[src/rtl/data_move_map.vh]
// Constants, offsets and opcode patterns of the data-move execution block.
// Contract
// - Copy-file moves register to working or back
// - Copy-file updates zero flag in both directions
// - Indirect load reads via pointer, sets zero
// - Mode field picks pre/post increment/decrement
// - Relative form adds signed offset, pointer kept
// - Pointer ends plus one, minus one, unchanged
// - Pointers are 16 bits and wrap around
// - Indirect window addresses use the pointer instead
// - Load-bank puts 5-bit literal, flags untouched
// - Load-pc-latch puts 7-bit literal, flags untouched
// - Literal-to-working loads 8 bits, flags untouched
// - Store-working writes working to file register
`ifndef DATA_MOVE_MAP_VH
`define DATA_MOVE_MAP_VH

// Register offsets on the APB (byte addresses).
`define OFF_INSTR 8'h00
`define OFF_WORK 8'h04
`define OFF_STATUS 8'h08
`define OFF_BANK 8'h0C
`define OFF_PCLATCH 8'h10
`define OFF_PTR0 8'h14
`define OFF_PTR1 8'h18
`define OFF_MEM_ADDR 8'h1C
`define OFF_MEM_DATA 8'h20

// Reset values.
`define RST_BYTE 8'h00
`define RST_BANK 5'h00
`define RST_PCLATCH 7'h00
`define RST_PTR 16'h0000
`define RST_INSTR 14'h0000

// Opcode masks and match patterns, 14-bit instruction words.
`define M_COPY 14'h3F00
`define P_COPY 14'h0800
`define M_STORE 14'h3F80
`define P_STORE 14'h0080
`define M_BANK 14'h3FE0
`define P_BANK 14'h0020
`define M_IND 14'h3FF8
`define P_IND 14'h0010
`define M_REL 14'h3F80
`define P_REL 14'h3F00
`define M_LATCH 14'h3F80
`define P_LATCH 14'h3180
`define M_LIT 14'h3F00
`define P_LIT 14'h3000

// Instruction classes from the decoder.
`define CL_NONE 3'h0
`define CL_COPY 3'h1
`define CL_IND 3'h2
`define CL_REL 3'h3
`define CL_BANK 3'h4
`define CL_LATCH 3'h5
`define CL_LIT 3'h6
`define CL_STORE 3'h7

// Pointer mode field codes.
`define MODE_PRE_INC 2'h0
`define MODE_PRE_DEC 2'h1
`define MODE_POST_INC 2'h2
`define MODE_POST_DEC 2'h3

// File addresses that act as the indirect windows.
`define WIN0_ADDR 7'h00
`define WIN1_ADDR 7'h01

// Instruction field positions.
`define F_DIR 7
`define F_IND_SEL 2
`define F_REL_SEL 6

`endif

[src/rtl/data_move_instruction_exec.v]
// Data-move instruction execution unit with an APB register port.
//
// Chosen here: register access over APB and the register offsets.
`timescale 1ns/1ps
`include "data_move_map.vh"
module data_move_instruction_exec #(
    parameter MEM_AW = 7
) (
    input wire pclk,
    input wire presetn,
    input wire psel,
    input wire penable,
    input wire pwrite,
    input wire [7:0] paddr,
    input wire [31:0] pwdata,
    output reg [31:0] prdata,
    output wire pready,
    output wire pslverr,
    output reg [7:0] working_reg,
    output reg zero_flag,
    output reg [4:0] bank_select_reg,
    output reg [6:0] pc_high_latch
);
    // Classifies a 14-bit instruction word; used for execution only, readback returns the raw word.
    function [2:0] op_class;
        input [13:0] i;
        begin
            if ((i & `M_COPY) == `P_COPY) begin
                op_class = `CL_COPY;
            end else if ((i & `M_STORE) == `P_STORE) begin
                op_class = `CL_STORE;
            end else if ((i & `M_BANK) == `P_BANK) begin
                op_class = `CL_BANK;
            end else if ((i & `M_IND) == `P_IND) begin
                op_class = `CL_IND;
            end else if ((i & `M_REL) == `P_REL) begin
                op_class = `CL_REL;
            end else if ((i & `M_LATCH) == `P_LATCH) begin
                op_class = `CL_LATCH;
            end else if ((i & `M_LIT) == `P_LIT) begin
                op_class = `CL_LIT;
            end else begin
                op_class = `CL_NONE;
            end
        end
    endfunction

    // True when an address is one of the mapped register offsets.
    function mapped;
        input [7:0] a;
        begin
            mapped = (a == `OFF_INSTR) || (a == `OFF_WORK) || (a == `OFF_STATUS) ||
                     (a == `OFF_BANK) || (a == `OFF_PCLATCH) || (a == `OFF_PTR0) ||
                     (a == `OFF_PTR1) || (a == `OFF_MEM_ADDR) || (a == `OFF_MEM_DATA);
        end
    endfunction

    // True for both forms of the indirect load; the address mux and the pointers share it.
    function is_indirect;
        input [2:0] c;
        begin
            is_indirect = (c == `CL_IND) || (c == `CL_REL);
        end
    endfunction

    reg [13:0] last_instr;
    reg [15:0] mem_addr;
    wire [15:0] ptr0;
    wire [15:0] ptr1;
    wire [7:0] ram_rdata;

    // The slave never inserts wait states.
    wire access = psel & penable;
    wire wr_acc = access & pwrite & mapped(paddr);
    wire exec = wr_acc & (paddr == `OFF_INSTR);
    wire [13:0] instr = pwdata[13:0];
    wire [2:0] cls = op_class(instr);
    assign pready = 1'b1;
    // Unmapped addresses answer with an error in the access phase.
    assign pslverr = access & ~mapped(paddr);

    // Operand fields of the incoming instruction.
    wire ptr_sel = (cls == `CL_REL) ? instr[`F_REL_SEL] : instr[`F_IND_SEL];
    wire [1:0] mode = instr[1:0];
    wire [5:0] offset = instr[5:0];
    wire [6:0] faddr = instr[6:0];
    wire dir_bit = instr[`F_DIR];
    wire [15:0] ptr = ptr_sel ? ptr1 : ptr0;

    // Pointer arithmetic is 16 bits wide so it wraps on its own.
    wire [15:0] ptr_inc = ptr + 16'h0001;
    wire [15:0] ptr_dec = ptr - 16'h0001;
    wire [15:0] ptr_rel = ptr + {{10{offset[5]}}, offset};

    reg [15:0] ind_ea;
    reg [15:0] next_ptr;
    reg [15:0] dir_ea;
    reg [15:0] ea;

    // Effective address and pointer result of an indirect load.
    always @* begin
        ind_ea = ptr;
        next_ptr = ptr;
        if (cls == `CL_REL) begin
            ind_ea = ptr_rel;
            next_ptr = ptr;
        end else begin
            case (mode)
                `MODE_PRE_INC: begin
                    ind_ea = ptr_inc;
                    next_ptr = ptr_inc;
                end
                `MODE_PRE_DEC: begin
                    ind_ea = ptr_dec;
                    next_ptr = ptr_dec;
                end
                `MODE_POST_INC: begin
                    ind_ea = ptr;
                    next_ptr = ptr_inc;
                end
                `MODE_POST_DEC: begin
                    ind_ea = ptr;
                    next_ptr = ptr_dec;
                end
                default: begin
                    ind_ea = ptr;
                    next_ptr = ptr;
                end
            endcase
        end
    end

    // Direct addresses fold in the bank; window addresses go through a pointer.
    always @* begin
        if (faddr == `WIN0_ADDR) begin
            dir_ea = ptr0;
        end else if (faddr == `WIN1_ADDR) begin
            dir_ea = ptr1;
        end else begin
            dir_ea = {4'h0, bank_select_reg, faddr};
        end
    end

    // One memory port serves both execution and software access.
    always @* begin
        if (exec && is_indirect(cls)) begin
            ea = ind_ea;
        end else if (exec) begin
            ea = dir_ea;
        end else begin
            ea = mem_addr;
        end
    end

    wire ram_we_exec = exec & ((cls == `CL_STORE) | (cls == `CL_COPY & dir_bit));
    wire ram_we_sw = wr_acc & (paddr == `OFF_MEM_DATA);
    reg [7:0] ram_wdata;

    // Software data wins; a store writes the working register and a copy rewrites the byte.
    always @* begin
        if (ram_we_sw) begin
            ram_wdata = pwdata[7:0];
        end else if (cls == `CL_STORE) begin
            ram_wdata = working_reg;
        end else begin
            ram_wdata = ram_rdata;
        end
    end

    // Addresses beyond the memory depth alias onto its low bits.
    file_ram #(
        .AW(MEM_AW),
        .DW(8)
    ) u_ram (
        .pclk(pclk),
        .we(ram_we_exec | ram_we_sw),
        .addr(ea[MEM_AW-1:0]),
        .wdata(ram_wdata),
        .rdata(ram_rdata)
    );

    // Each pointer register follows indirect loads or software writes.
    genvar g;
    generate
        for (g = 0; g < 2; g = g + 1) begin : ptr_g
            reg [15:0] val;
            wire [7:0] off = (g == 0) ? `OFF_PTR0 : `OFF_PTR1;
            always @(posedge pclk or negedge presetn) begin
                if (!presetn) begin
                    val <= `RST_PTR;
                end else if (exec && is_indirect(cls) && ptr_sel == g) begin
                    val <= next_ptr;
                end else if (wr_acc && paddr == off) begin
                    val <= pwdata[15:0];
                end
            end
        end
    endgenerate
    assign ptr0 = ptr_g[0].val;
    assign ptr1 = ptr_g[1].val;

    reg [7:0] next_working_reg;
    reg next_zero_flag;
    reg [4:0] next_bank_select_reg;
    reg [6:0] next_pc_high_latch;
    reg [13:0] next_last_instr;

    // Next values of the core registers; an instruction and a software write never meet.
    always @* begin
        next_working_reg = working_reg;
        next_zero_flag = zero_flag;
        next_bank_select_reg = bank_select_reg;
        next_pc_high_latch = pc_high_latch;
        next_last_instr = last_instr;
        if (exec) begin
            next_last_instr = instr;
            case (cls)
                `CL_COPY: begin
                    if (!dir_bit) begin
                        next_working_reg = ram_rdata;
                    end
                    next_zero_flag = (ram_rdata == 8'h00);
                end
                `CL_IND, `CL_REL: begin
                    next_working_reg = ram_rdata;
                    next_zero_flag = (ram_rdata == 8'h00);
                end
                `CL_BANK: begin
                    next_bank_select_reg = instr[4:0];
                end
                `CL_LATCH: begin
                    next_pc_high_latch = instr[6:0];
                end
                `CL_LIT: begin
                    next_working_reg = instr[7:0];
                end
                default: begin
                    next_working_reg = working_reg;
                end
            endcase
        end else if (wr_acc) begin
            case (paddr)
                `OFF_WORK: next_working_reg = pwdata[7:0];
                `OFF_STATUS: next_zero_flag = pwdata[0];
                `OFF_BANK: next_bank_select_reg = pwdata[4:0];
                `OFF_PCLATCH: next_pc_high_latch = pwdata[6:0];
                default: next_zero_flag = zero_flag;
            endcase
        end
    end

    // Working register, zero flag, bank and latch; every move takes one edge.
    always @(posedge pclk or negedge presetn) begin
        if (!presetn) begin
            working_reg <= `RST_BYTE;
            zero_flag <= 1'b0;
            bank_select_reg <= `RST_BANK;
            pc_high_latch <= `RST_PCLATCH;
            last_instr <= `RST_INSTR;
        end else begin
            working_reg <= next_working_reg;
            zero_flag <= next_zero_flag;
            bank_select_reg <= next_bank_select_reg;
            pc_high_latch <= next_pc_high_latch;
            last_instr <= next_last_instr;
        end
    end

    // Software pointer into the data memory for loading and checking contents.
    always @(posedge pclk or negedge presetn) begin
        if (!presetn) begin
            mem_addr <= `RST_PTR;
        end else if (wr_acc && paddr == `OFF_MEM_ADDR) begin
            mem_addr <= pwdata[15:0];
        end
    end

    reg [31:0] next_prdata;

    // Readback word; narrow registers sit in the low bits and the rest read as zero.
    always @* begin
        next_prdata = 32'h00000000;
        case (paddr)
            `OFF_INSTR: next_prdata = {18'h00000, last_instr};
            `OFF_WORK: next_prdata = {24'h000000, working_reg};
            `OFF_STATUS: next_prdata = {31'h00000000, zero_flag};
            `OFF_BANK: next_prdata = {27'h0000000, bank_select_reg};
            `OFF_PCLATCH: next_prdata = {25'h0000000, pc_high_latch};
            `OFF_PTR0: next_prdata = {16'h0000, ptr0};
            `OFF_PTR1: next_prdata = {16'h0000, ptr1};
            `OFF_MEM_ADDR: next_prdata = {16'h0000, mem_addr};
            `OFF_MEM_DATA: next_prdata = {24'h000000, ram_rdata};
            default: next_prdata = 32'h00000000;
        endcase
    end

    // Read data is captured in the setup phase so it comes from a flip-flop.
    always @(posedge pclk or negedge presetn) begin
        if (!presetn) begin
            prdata <= 32'h00000000;
        end else if (psel && !penable && !pwrite) begin
            prdata <= next_prdata;
        end
    end
endmodule // data_move_instruction_exec

[src/rtl/file_ram.v]
// Byte-wide data memory with asynchronous read and clocked write.
`timescale 1ns/1ps
module file_ram #(
    parameter AW = 7,
    parameter DW = 8
) (
    input wire pclk,
    input wire we,
    input wire [AW-1:0] addr,
    input wire [DW-1:0] wdata,
    output wire [DW-1:0] rdata
);
    reg [DW-1:0] mem [0:(1<<AW)-1];

    // Read is combinational so a move completes in the same cycle it is issued.
    assign rdata = mem[addr];

    // Memory holds data only, so it is left without reset.
    always @(posedge pclk) begin
        if (we) begin
            mem[addr] <= wdata;
        end
    end
endmodule // file_ram

[config.mk]
export PLATFORM = sky130hd
export DESIGN_NAME = data_move_instruction_exec
export DESIGN_NICKNAME = d
export VERILOG_FILES = /design/src/rtl/data_move_instruction_exec.v /design/src/rtl/file_ram.v
export VERILOG_INCLUDE_DIRS = /design/src /design/src/rtl
export SDC_FILE = /design/constraint.sdc
export NUM_CORES = 1
export LEC_CHECK = 0
export BUFFER_PORTS_ARGS = -buffer_cell sky130_fd_sc_hd__buf_4
export CAP_MARGIN = 15
export CORE_MARGIN = 2
export CORE_UTILIZATION = 30
export CTS_BUF_LIST = sky130_fd_sc_hd__clkbuf_8 sky130_fd_sc_hd__clkbuf_16
export DETAILED_ROUTE_END_ITERATION = 10
export GPL_ROUTABILITY_DRIVEN = 1
export PLACE_DENSITY = 0.41
export REMOVE_ABC_BUFFERS = 1
export SYNTH_ARGS = -nofsm -noshare
export SYNTH_HDL_FRONTEND = slang
export SYNTH_SLANG_ARGS = --single-unit
[constraint.sdc]
create_clock -name pclk -period 27.6 [get_ports pclk]
set_clock_uncertainty 0.15 [all_clocks]
set_input_delay 2.76 -clock pclk [delete_from_list [all_inputs] [get_ports pclk]]
set_output_delay 2.76 -clock pclk [all_outputs]
set_load 0.05 [all_outputs]
-- Word level (Yosys, flattened, before mapping)
Memories as Yosys holds them, arrays and structs flattened.
Cells that the tools add are included.
Widths: inputs -> output; s select.
- flip-flop bits (word level): 115
- bits in writable memories: 1024
- input bits: 45
- memories kept: 1
- add/subtract/negate cells: 3
- equal/unequal tests: 31
- multiplexer cells: 43
- bitwise operators: 12
- reductions and logical operators: 39
- memory list (memory ; words ; bits a word ; read ports ; clocked after Yosys merged registers in ; wr ports ; RTL line ; source):
    u_ram.mem ; 128 ; 8 ; 1 ; 0 ; 1 ; file_ram.v:13 ; reg [DW-1:0] mem [0:(1<<AW)-1];
- operators by type and width (cell ; count):
    $pmux 16 s9 ; 1
    $mux 16 ; 6
    $mux 7 ; 9
    $mux 8 ; 6
    $eq 8x5->1 const B ; 4
    $pmux 16 s2 ; 1
    $pmux 8 s3 ; 1
    $mux 3 ; 7
    $pmux 7 s3 ; 1
    $mux 5 ; 4
    $add 16x1->16 const B ; 1
    $eq 8x4->1 const B ; 2
    $logic_not 8->1 ; 2
    $sub 16x1->16 const B ; 1
    $eq 7x1->1 const B ; 2
    $eq 7x7->1 const B ; 2
    $reduce_bool 2->1 ; 7
    $eq 3x3->1 const B ; 4
    $eq 11x2->1 const B ; 1
    $eq 9x1->1 const B ; 1
    $logic_or 1x1->1 ; 9
    $reduce_and 3->1 ; 3
    $and 1x1->1 ; 8
    $eq 8x3->1 const B ; 1
    other kinds (22) ; 44

-- Logic depth before layout (Yosys ltp)
Gate-level depths: netlist of the first run.
An unclocked memory read counts as a cell.
- depth after elaboration: 19
- depth in mapped cells: 26
- mapped depth without buffers: 19

-- Modules after synthesis
A second synthesis of the first run with hierarchy kept.
- cell total of the unflattened synthesis: 3336
- area, all modules: 47529.3 µm²
- modules (own cells, without submodules) (module ; times used ; cells each ; area an instance (µm²)):
    file_ram ; 1 ; 2467 ; 40273.6
    data_move_instruction_exec ; 1 ; 869 ; 7255.7

-- Least setup slack after synthesis of the first run
OpenSTA, ideal clock, no wires.
- path kind: input -> register
- from: in pwdata[12]
- to: mem u_ram.mem[0][4], data pin
- setup time: 968 ps
- data arrival time: 11315 ps
- path slack: 15167 ps
- stages on the path: 24
- buffers on the path: 6
- cell sequence: buf_2 > and4b_1 > a21oi_2 > nor2_2 > clkbuf_1 > clkbuf_1 > nand2_1 > nand2_1 > ha_1 > nor2b_1 > a21oi_1 > a31o_2 > or4b_4 > and3_1 > buf_2 > buf_6 > buf_6 > mux2_1 > a22oi_1 > a211oi_1 > nor4b_1 > nand4b_1 > or3_1 > a31oi_1
- cells in the longest elaborated chain, start to end: 18
- elaborated cells on any way between the ends: 30
- classes of those cells: add/sub (3); eq/ne (10); mux (14); reduce/logical (2); memory (1)
- ends and longest elaborated chain (item ; RTL line ; source):
    start, declared ; data_move_instruction_exec.v:15 ; input wire [31:0] pwdata,
    $eq 6x6->1 (no line) ; - ;
    $mux 3 ; data_move_instruction_exec.v:40 ; end else if ((i & `M_LIT) == `P_LIT) begin
    $mux 3 ; data_move_instruction_exec.v:38 ; end else if ((i & `M_LATCH) == `P_LATCH) begin
    $mux 3 ; data_move_instruction_exec.v:36 ; end else if ((i & `M_REL) == `P_REL) begin
    $mux 3 ; data_move_instruction_exec.v:34 ; end else if ((i & `M_IND) == `P_IND) begin
    $mux 3 ; data_move_instruction_exec.v:32 ; end else if ((i & `M_BANK) == `P_BANK) begin
    $mux 3 ; data_move_instruction_exec.v:30 ; end else if ((i & `M_STORE) == `P_STORE) begin
    $mux 3 (*) ; data_move_instruction_exec.v:28 ; if ((i & `M_COPY) == `P_COPY) begin
    [... 3 more ...] ; - ;
    $sub 16x1->16 or $add 16x1->16 (tied branches) ; data_move_instruction_exec.v:92, data_move_instruction_exec.v:91 ;
    $pmux 7 s3 ; data_move_instruction_exec.v:108 ; case (mode)
    $mux 7 ; data_move_instruction_exec.v:104 ; if (cls == `CL_REL) begin
    $mux 7 ; data_move_instruction_exec.v:146 ; if (exec && is_indirect(cls)) begin
    $mem_v2 128x8 ; - ;
    $mux 8 (*) ; data_move_instruction_exec.v:163 ; end else if (cls == `CL_STORE) begin
    $mux 8 (*) ; data_move_instruction_exec.v:161 ; if (ram_we_sw) begin
    via ram_wdata[4] ; data_move_instruction_exec.v:157 ; reg [7:0] ram_wdata;
    end, declared ; file_ram.v:13 ;
Mark *: on every way through the listed nets, which the timed path passes. The rest lies on a longest branch.

-- Worst setup path after layout of the first run
- from: in pwdata[7]
- to: mem u_ram.mem[111][4], data pin
- cells in the longest elaborated chain, start to end: 17
- elaborated cells on any way between the ends: 27
- classes of those cells: add/sub (3); eq/ne (8); mux (13); reduce/logical (2); memory (1)
- ends and longest elaborated chain (item ; RTL line):
    $eq 7x7->1 (no line) ; -
    $mux 3 ; data_move_instruction_exec.v:38
    $mux 3 ; data_move_instruction_exec.v:36
    $mux 3 ; data_move_instruction_exec.v:34
    $mux 3 ; data_move_instruction_exec.v:32
    $mux 3 (*) ; data_move_instruction_exec.v:30
    $mux 3 (*) ; data_move_instruction_exec.v:28
    $eq 3x2->1 ; -
    [... 2 more ...] ; -
    $sub 16x1->16 or $add 16x1->16 (tied branches) ; data_move_instruction_exec.v:92, data_move_instruction_exec.v:91
    $pmux 7 s3 ; data_move_instruction_exec.v:108
    $mux 7 ; data_move_instruction_exec.v:104
    $mux 7 ; data_move_instruction_exec.v:146
    $mem_v2 128x8 ; -
    $mux 8 (*) ; data_move_instruction_exec.v:163
    $mux 8 (*) ; data_move_instruction_exec.v:161
    via ram_wdata[4] ; data_move_instruction_exec.v:157
Marks and branches as above.

==> results.cfg, run 1 <==
[timing]
post-route-period-util_pct = 44.1
hold_viol_final = 0
whs_ps = 328
setup_tns_ps = 0
fin_crit_ps = 12180
worstMarginPinSlew_ps = 1330
setup_viol = 0
rsz0062_at_grt = false
slew-limit-headroom_pct = 10.3
fmax_mhz = 82.1
drv_slew = 0

[yosys]
syn_area_per_cell_um2 = 13.1
yosys_warnings = 0
ys_seq_area_share_pct = 67.7
synth_xor_area_share_pct = 0.375
synthAdderAreaFrac_pct = 0.219
syn_inst = 3755
synth_top_cell_area_share_pct = 62.6
synthMuxAreaShare_pct = 6.19
synth_compound_area_share_pct = 10.1
synth-simple-area-share_pct = 12.2
synthFlopType = edfxtp_1
synthTopCellsByArea = edfxtp_1, dfrtp_1, nand2_1
synth_cell_types = 106
yosys.area.top_type = edfxtp_1
synth_edf_count = 1024
async_reset_ff_share_pct = 8.82
synth_area_um2 = 49100
synth_top_family_by_area = simple AND/OR/NAND/NOR gates
ys_seq_elements = 1123

[detailed_routing]
drt_iter0_markers = 3156
drc = 0
routed_via_density = 5.35
dr.pass1.iters = 6
via_count = 32500
post_drt_wl_per_cell_um = 29.2
ant_nets = 0
wl_um = 177000

[place]
place_area_um2 = 52100
routabilityCongestion = 0.822
hpwl_um = 107000
port-buffer-count = 66
dp_cells = 5836

[power]
power_frac_comb_pct = 2.0
power_mw = 3.64
clkPwrFrac_pct = 47.5
p_sw_uw = 795
ir_drop_mv = 0.0618
switching_share_pct = 21.8
p_per_area_nw_per_um2 = 64.7
cellInternalPower_mw = 2.85
p_leak_nw = 19.1
p_seq_share_pct = 50.5

[finish]
largest_register_ffs = 1024
fillers = 16100
area_growth_pct = 14.7
instances_no_fill = 6073
num_antenna_cells = 0
final_area_um2 = 56300
regMostFlops = u_ram.mem
final_nets = 3852
drive_above_1_share_pct = 13.5

[clock_network]
cts-resized-gates = 0
cts_buffer_depth = 3
cts_sinks = 1123
cts-hold-fix-buffers = 0
htreeDepth = 4
cts_setup_buffers = 0
cts_buffers = 133
clkTransAtPathRegs_ps = 60
clkLatencyLatePin_ps = 790
cts_root_buf = clkbuf_16
cts_tree = yes

[worst_setup_path]
crit_path_frequent_cell = buf_4
critPathCaptureType = flip-flop
worstPathRequired_ps = 27890
crit_path_top_delay_cell = nor4_1
path_class = in -> reg
slowest_delay_ps = 1190
crit_chain = buf_4 -> nand4b_2 -> o21ai_2 -> nand2_1 -> nand2_1 -> nand2_1 -> ha_1 -> fa_1 -> xnor2_1 -> nand3_1 -> a21oi_1 -> or4b_4 -> nand3_4 -> buf_4 -> buf_4 -> a211oi_1 -> nor4_1 -> nand4b_1 -> or3_1 -> a31oi_4 -> buf_4 -> buf_4
crit_fanout = 73
critical_path.top_delay_family = simple AND/OR/NAND/NOR gates
path_buf_inv = 5
startpoint_type = primary input
arrival_ps = 12470
r2r_setup_slack_ps = 18100

[floorplanning]
die-area_um2 = 167000
ios = 100
coreArea_um2 = 163000
dieWidth_um = 409
initial_core_util_pct = 30.2
die_h_um = 409
row_count = 148

[outcome]
outcome = completed

[global_routing]
grt-ovfl-total = 0
grt_pass1_wl_um = 251000
grtUsageTotal_pct = 20.9
grt_pass1_vias = 31500
antenna_found_initial = 3
grt_max_degree = 113

[job]
maxCapViolations = 0

[hold_path]
hold_path.class = reg -> reg
cell usage in the layout (no fill, tap or decap), drive strengths merged, types with 9 or more instances in the layout:
cell / Yosys / routed
nor2b: 13 / 13
o2bb2ai: 10 / 10
conb: 2 / 17
inv: 15 / 58
a222oi: 9 / 9
bufinv: 0 / 9
a21oi: 137 / 137
a221oi: 37 / 37
clkbuf: 92 / 140
a211o: 13 / 13
a311oi: 18 / 18
a21o: 13 / 13
a22oi: 30 / 30
a211oi: 82 / 82
a31oi: 55 / 55
o221ai: 10 / 10
nor3: 41 / 41
dfrtp: 99 / 99
o21ai: 67 / 67
xnor2: 17 / 17
o211ai: 24 / 24
clkinv: 1 / 44
nand4: 26 / 26
mux2i: 189 / 189
o211a: 17 / 17
or4: 13 / 13
o22ai: 14 / 14
o2111ai: 19 / 19
nand3: 229 / 229
edfxtp: 1024 / 1024
buf: 190 / 175
a221o: 22 / 22
or3: 13 / 13
and3: 71 / 71
a2111oi: 16 / 16
nor2: 235 / 235
mux2: 94 / 94
nor4: 19 / 19
o31ai: 10 / 10
nand2: 638 / 638
synthesized netlist by cell type, drive strengths merged (8+ instances only):
| cell type | number |
|---|---|
| a21oi | 137 |
| a211o | 13 |
| a2111oi | 16 |
| a21o | 13 |
| o211a | 17 |
| buf | 190 |
| or3 | 13 |
| o2111ai | 19 |
| nand2b | 8 |
| mux2 | 94 |
| a222oi | 9 |
| nor2b | 13 |
| a311oi | 18 |
| mux2i | 189 |
| nand4 | 26 |
| o211ai | 24 |
| a221o | 22 |
| and3 | 71 |
| a22oi | 30 |
| edfxtp | 1024 |
| clkbuf | 92 |
| xnor2 | 17 |
| o22ai | 14 |
| or4 | 13 |
| o21ai | 67 |
| o31ai | 10 |
| dfrtp | 99 |
| a211oi | 82 |
| nor3 | 41 |
| nand2 | 638 |
| nor4 | 19 |
| inv | 15 |
| a22o | 8 |
| nand3 | 229 |
| nor2 | 235 |
| o221ai | 10 |
| o2bb2ai | 10 |
| o21a | 8 |
| a31oi | 55 |
| a221oi | 37 |
power groups by stage:
stage                     registers (mW)  logic [mW]  clock network [mW]
after floorplan                     1.89      0.0264                   0
after global placement              1.88      0.0721                   0
after detailed placement            1.88      0.0722                   0
after CTS                           1.84      0.0724                1.77
after global routing                1.84      0.0762                1.83
final                               1.84      0.0719                1.73
through the flow:
stage | utilization [%] | setup slack [ps]
after floorplan | - | 10140
after global placement | 32.0 | 14870
after detailed placement | 32.0 | 14800
after CTS | 34.6 | 15620
after global routing | 34.6 | 15450
final | 34.6 | 15420
layout make-up:
cell class	instances	area (um2)	share of cell area, %
flip-flops and latches	1123	33200	59.0
multi-input cells	2349	14700	26.1
clock buffers	139	3440	6.12
well taps	2175	2720	4.83
repair buffers	176	1420	2.51
clock inverters	95	781	1.39
inverters	16	60.1	0.107
path summary, 6_finish.rpt:
kind | cells after the start | from | end
worst max-delay path | 22 | pwdata[7] | u_ram.mem[111][4]
max in group asynchronous | 2 | presetn | last_instr[3]
worst min register to register | 2 | last_instr[9] | last_instr[9]
worst min-delay path | 2 | last_instr[9] | last_instr[9]
min in group asynchronous | 1 | presetn | ptr0[15]
worst max register to register | 19 | ptr0[2] | u_ram.mem[111][4]
worst register-to-register path, cell delays in order, from the launching register on:
cell,delay [ps]
dfrtp_1,570
nand2b_1,160
a211oi_1,80
a311oi_1,600
inv_1,120
ha_1,370
xnor2_1,260
nand3_1,120
a21oi_1,180
or4b_4,560
nand3_4,230
buf_4,470
buf_4,640
a211oi_1,470
nor4_1,1190
nand4b_1,770
or3_1,600
a31oi_4,180
buf_4,570
buf_4,800
cells by family (layout without fill, tap and decap cells):
family                   Yosys count  count (layout)
other                              2              17
flip-flops                      1123            1123
adder cells (fa/ha/maj)            8               8
XOR/XNOR                          21              21
multiplexers                     287             287
buffers and inverters            298             426
AND/OR/NAND/NOR                 1340            1340
AO/OA/AOI/OAI                    676             676
layer usage:
| layer | global-route usage [%] | vias to the layer above | part of all wire (%) |
|---|---|---|---|
| met5 | 0 | - | 0 |
| met4 | 6.12 | 0 | 2.8 |
| met3 | 2.80 | 228 | 4.7 |
| met2 | 33.6 | 976 | 47 |
| met1 | 29.4 | 16900 | 45 |
| li1 | - | 14400 | - |
(Power assumes the default switching activity.)
==> run 2, diff against run 1 <==
ABC_AREA = 1   (was default)
PLACE_DENSITY = 0.43   (was 0.41)
clock period = 10.75 ns   (was 27.6 ns; I/O delays follow)
==> run 2 against run 1 <==
Net effect: setup slack worse by 12000 ps; global-route usage shrank 2.1 points; clock-buffer cell count increased by 1; via count increased by 12%; cell count rose by 25%; first-iteration DRC count is 1.7% lower; sequential share of layout area decreased by 1.3 points; worst hold slack got worse by 120 ps; flip-flop and latch count is the same; combinational power rose by 92%; die area is 3.6% higher; highest routed layer unchanged.
==> results.cfg, run 2 <==
[timing]
whs_ps = 204
hold_viol_final = 0
setup_viol = 0
drv_slew = 0
fmax_mhz = 133
rsz0062_at_grt = false
slew-limit-headroom_pct = 12.2
worstMarginPinSlew_ps = 1320
fin_crit_ps = 7490
post-route-period-util_pct = 69.7

[worst_setup_path]
critPathCaptureType = flip-flop
arrival_ps = 7840
path_class = in -> reg
worstPathRequired_ps = 11100
crit_fanout = 155
startpoint_type = primary input

[clock_network]
cts_root_buf = clkbuf_16
clkLatencyLatePin_ps = 770
cts_buffer_depth = 3
cts-resized-gates = 0
cts_sinks = 1123
cts_buffers = 133
cts-hold-fix-buffers = 0
cts_tree = yes
htreeDepth = 4
clkTransAtPathRegs_ps = 60
cts_setup_buffers = 0

[finish]
drive_above_1_share_pct = 6.85
final_nets = 5292
area_growth_pct = 13.1
final_area_um2 = 57600
largest_register_ffs = 1024
layout_commonest_cell = nand2_1
num_antenna_cells = 0
final_cell_mix = nand2_1, edfxtp_1, inv_1, nor2_1, o21ai_0
regMostFlops = u_ram.mem

[hold_path]
hold_path.class = in -> async

[outcome]
outcome = completed

[yosys]
syn_inst = 5255
synth_most_common_cell = nand2_1
ys_seq_elements = 1123
yosys.area.top_type = edfxtp_1
synthFlopType = edfxtp_1
synth_top_cell_area_share_pct = 60.4
yosys_warnings = 0
synth_area_um2 = 50900
synthTopCellsByCount = nand2_1, edfxtp_1, nor2_1
synthTopCellsByArea = edfxtp_1, nand2_1, dfrtp_1
synth_edf_count = 1024
async_reset_ff_share_pct = 8.82
synth_cell_types = 56
syn_area_per_cell_um2 = 9.69
ys_seq_area_share_pct = 65.3

[power]
ir_drop_mv = 0.116
power_mw = 9.11
p_per_area_nw_per_um2 = 158
p_leak_nw = 23.3

[detailed_routing]
via_count = 36500
dr.pass1.iters = 5
routed_via_density = 4.83
post_drt_wl_per_cell_um = 21.7
drc = 0
wl_um = 164000
ant_nets = 0
drt_iter0_markers = 3101

[floorplanning]
initial_core_util_pct = 30.1
coreArea_um2 = 169000
die-area_um2 = 173000
die_h_um = 416
row_count = 151
dieWidth_um = 416
ios = 100

[global_routing]
antenna_found_initial = 1
grt_pass1_wl_um = 242000
grt_max_degree = 156
grtUsageTotal_pct = 18.8
grt-ovfl-total = 0
grt_pass1_vias = 34900

[place]
hpwl_um = 93300
port-buffer-count = 66
place_area_um2 = 53500
routabilityCongestion = 0.830

[job]
maxCapViolations = 0
==> run 2: cell count changes after synthesis, moves of 34 or more <==
cell / previous run / this run
inv_1: 15 / 231
mux2i_1: 189 / 1
a211oi_1: 81 / 3
a31oi_1: 55 / 1
o21ai_1: 4 / 76
o21ai_0: 61 / 180
nand4_1: 25 / 156
and3_1: 71 / 0
mux2_2: 93 / 0
nand2_1: 635 / 2568
nor3_1: 39 / 5
nand3_1: 228 / 174
a21oi_1: 135 / 52
==> run 2: kinds of logic after synthesis <==
logic type | Yosys count | share of synthesized area (%)
and+or+nand+nor | 3178 | 25.1
DFF | 1123 | 65.3
buffers and inverters | 547 | 4.93
AOI/OAI and AO/OA | 380 | 4.18
xor gates and xnor gates | 16 | 0.275
adders and majority gates | 8 | 0.211
other | 2 | 0.0148
muxes | 1 | 0.0197
==> run 2: per-layer routing <==
metal	routed length, um	part of all wire, %	up-vias	track usage (%)
li1	-	-	17400	-
met1	77800	47	17800	27.0
met2	73700	45	1026	29.2
met3	8850	5.4	216	2.96
met4	3930	2.4	0	5.29
met5	0	0	-	0
==> run 2: final timing paths <==
check	from	end	slack, ps	cells past startpoint
max in group asynchronous	presetn	mem_addr[1]	9090	2
setup / recovery	paddr[7]	u_ram.mem[51][4]	3260	26
hold / removal	presetn	prdata[11]	200	1
setup reg to reg	ptr0[0]	u_ram.mem[51][4]	4440	25
hold reg to reg	mem_addr[2]	mem_addr[2]	330	2
min in group pclk	mem_addr[2]	mem_addr[2]	330	2
==> run 2: worst max-delay path, stage by stage <==
cell      delay, ps
buf_4           110
nor2_1          190
nand2_1         160
nor2_4          500
nand4_1         310
clkinv_1        210
nand3_1         340
nor2_1          400
nand2_8         460
nand3_4         480
buf_12          610
nand2_1         100
nand2_1         100
nand2_1          60
nand2_1         110
nand2_1          80
nand4_1         310
nand4_1         150
nand2_1         270
nand2_1         210
inv_1            90
nand2_1         150
inv_1           110
nor2_1           70
o22ai_4         500
buf_12          450
==> run 2: metrics by stage <==
stage                     cells  worst slack (ps)  setup TNS, ps  util (%)
final                      7561              3260              0      34.1
after CTS                  7561              3400              0      34.1
after global placement     7322              2590              0      31.7
after global routing       7561              2960              0      34.1
after floorplan            4978             -6470       -7600760         -
after detailed placement   7322              2600              0      31.7
==> run 2: layout make-up <==
class / count / area [um2]
Multi-Input combinational cell: 3600 / 15400
Clock buffer: 140 / 3450
Tap cell: 2218 / 2780
Fill cell: 17200 / 111000
Sequential cell: 1123 / 33200
Inverter: 255 / 977
Clock inverter: 99 / 612
Timing Repair Buffer: 126 / 1170
==> run 2: power by group <==
group,switching (mW),internal (mW)
sequential,0.00109,4.71
combinational,0.106,0.0319
clock,1.83,2.43
total,1.93,7.17
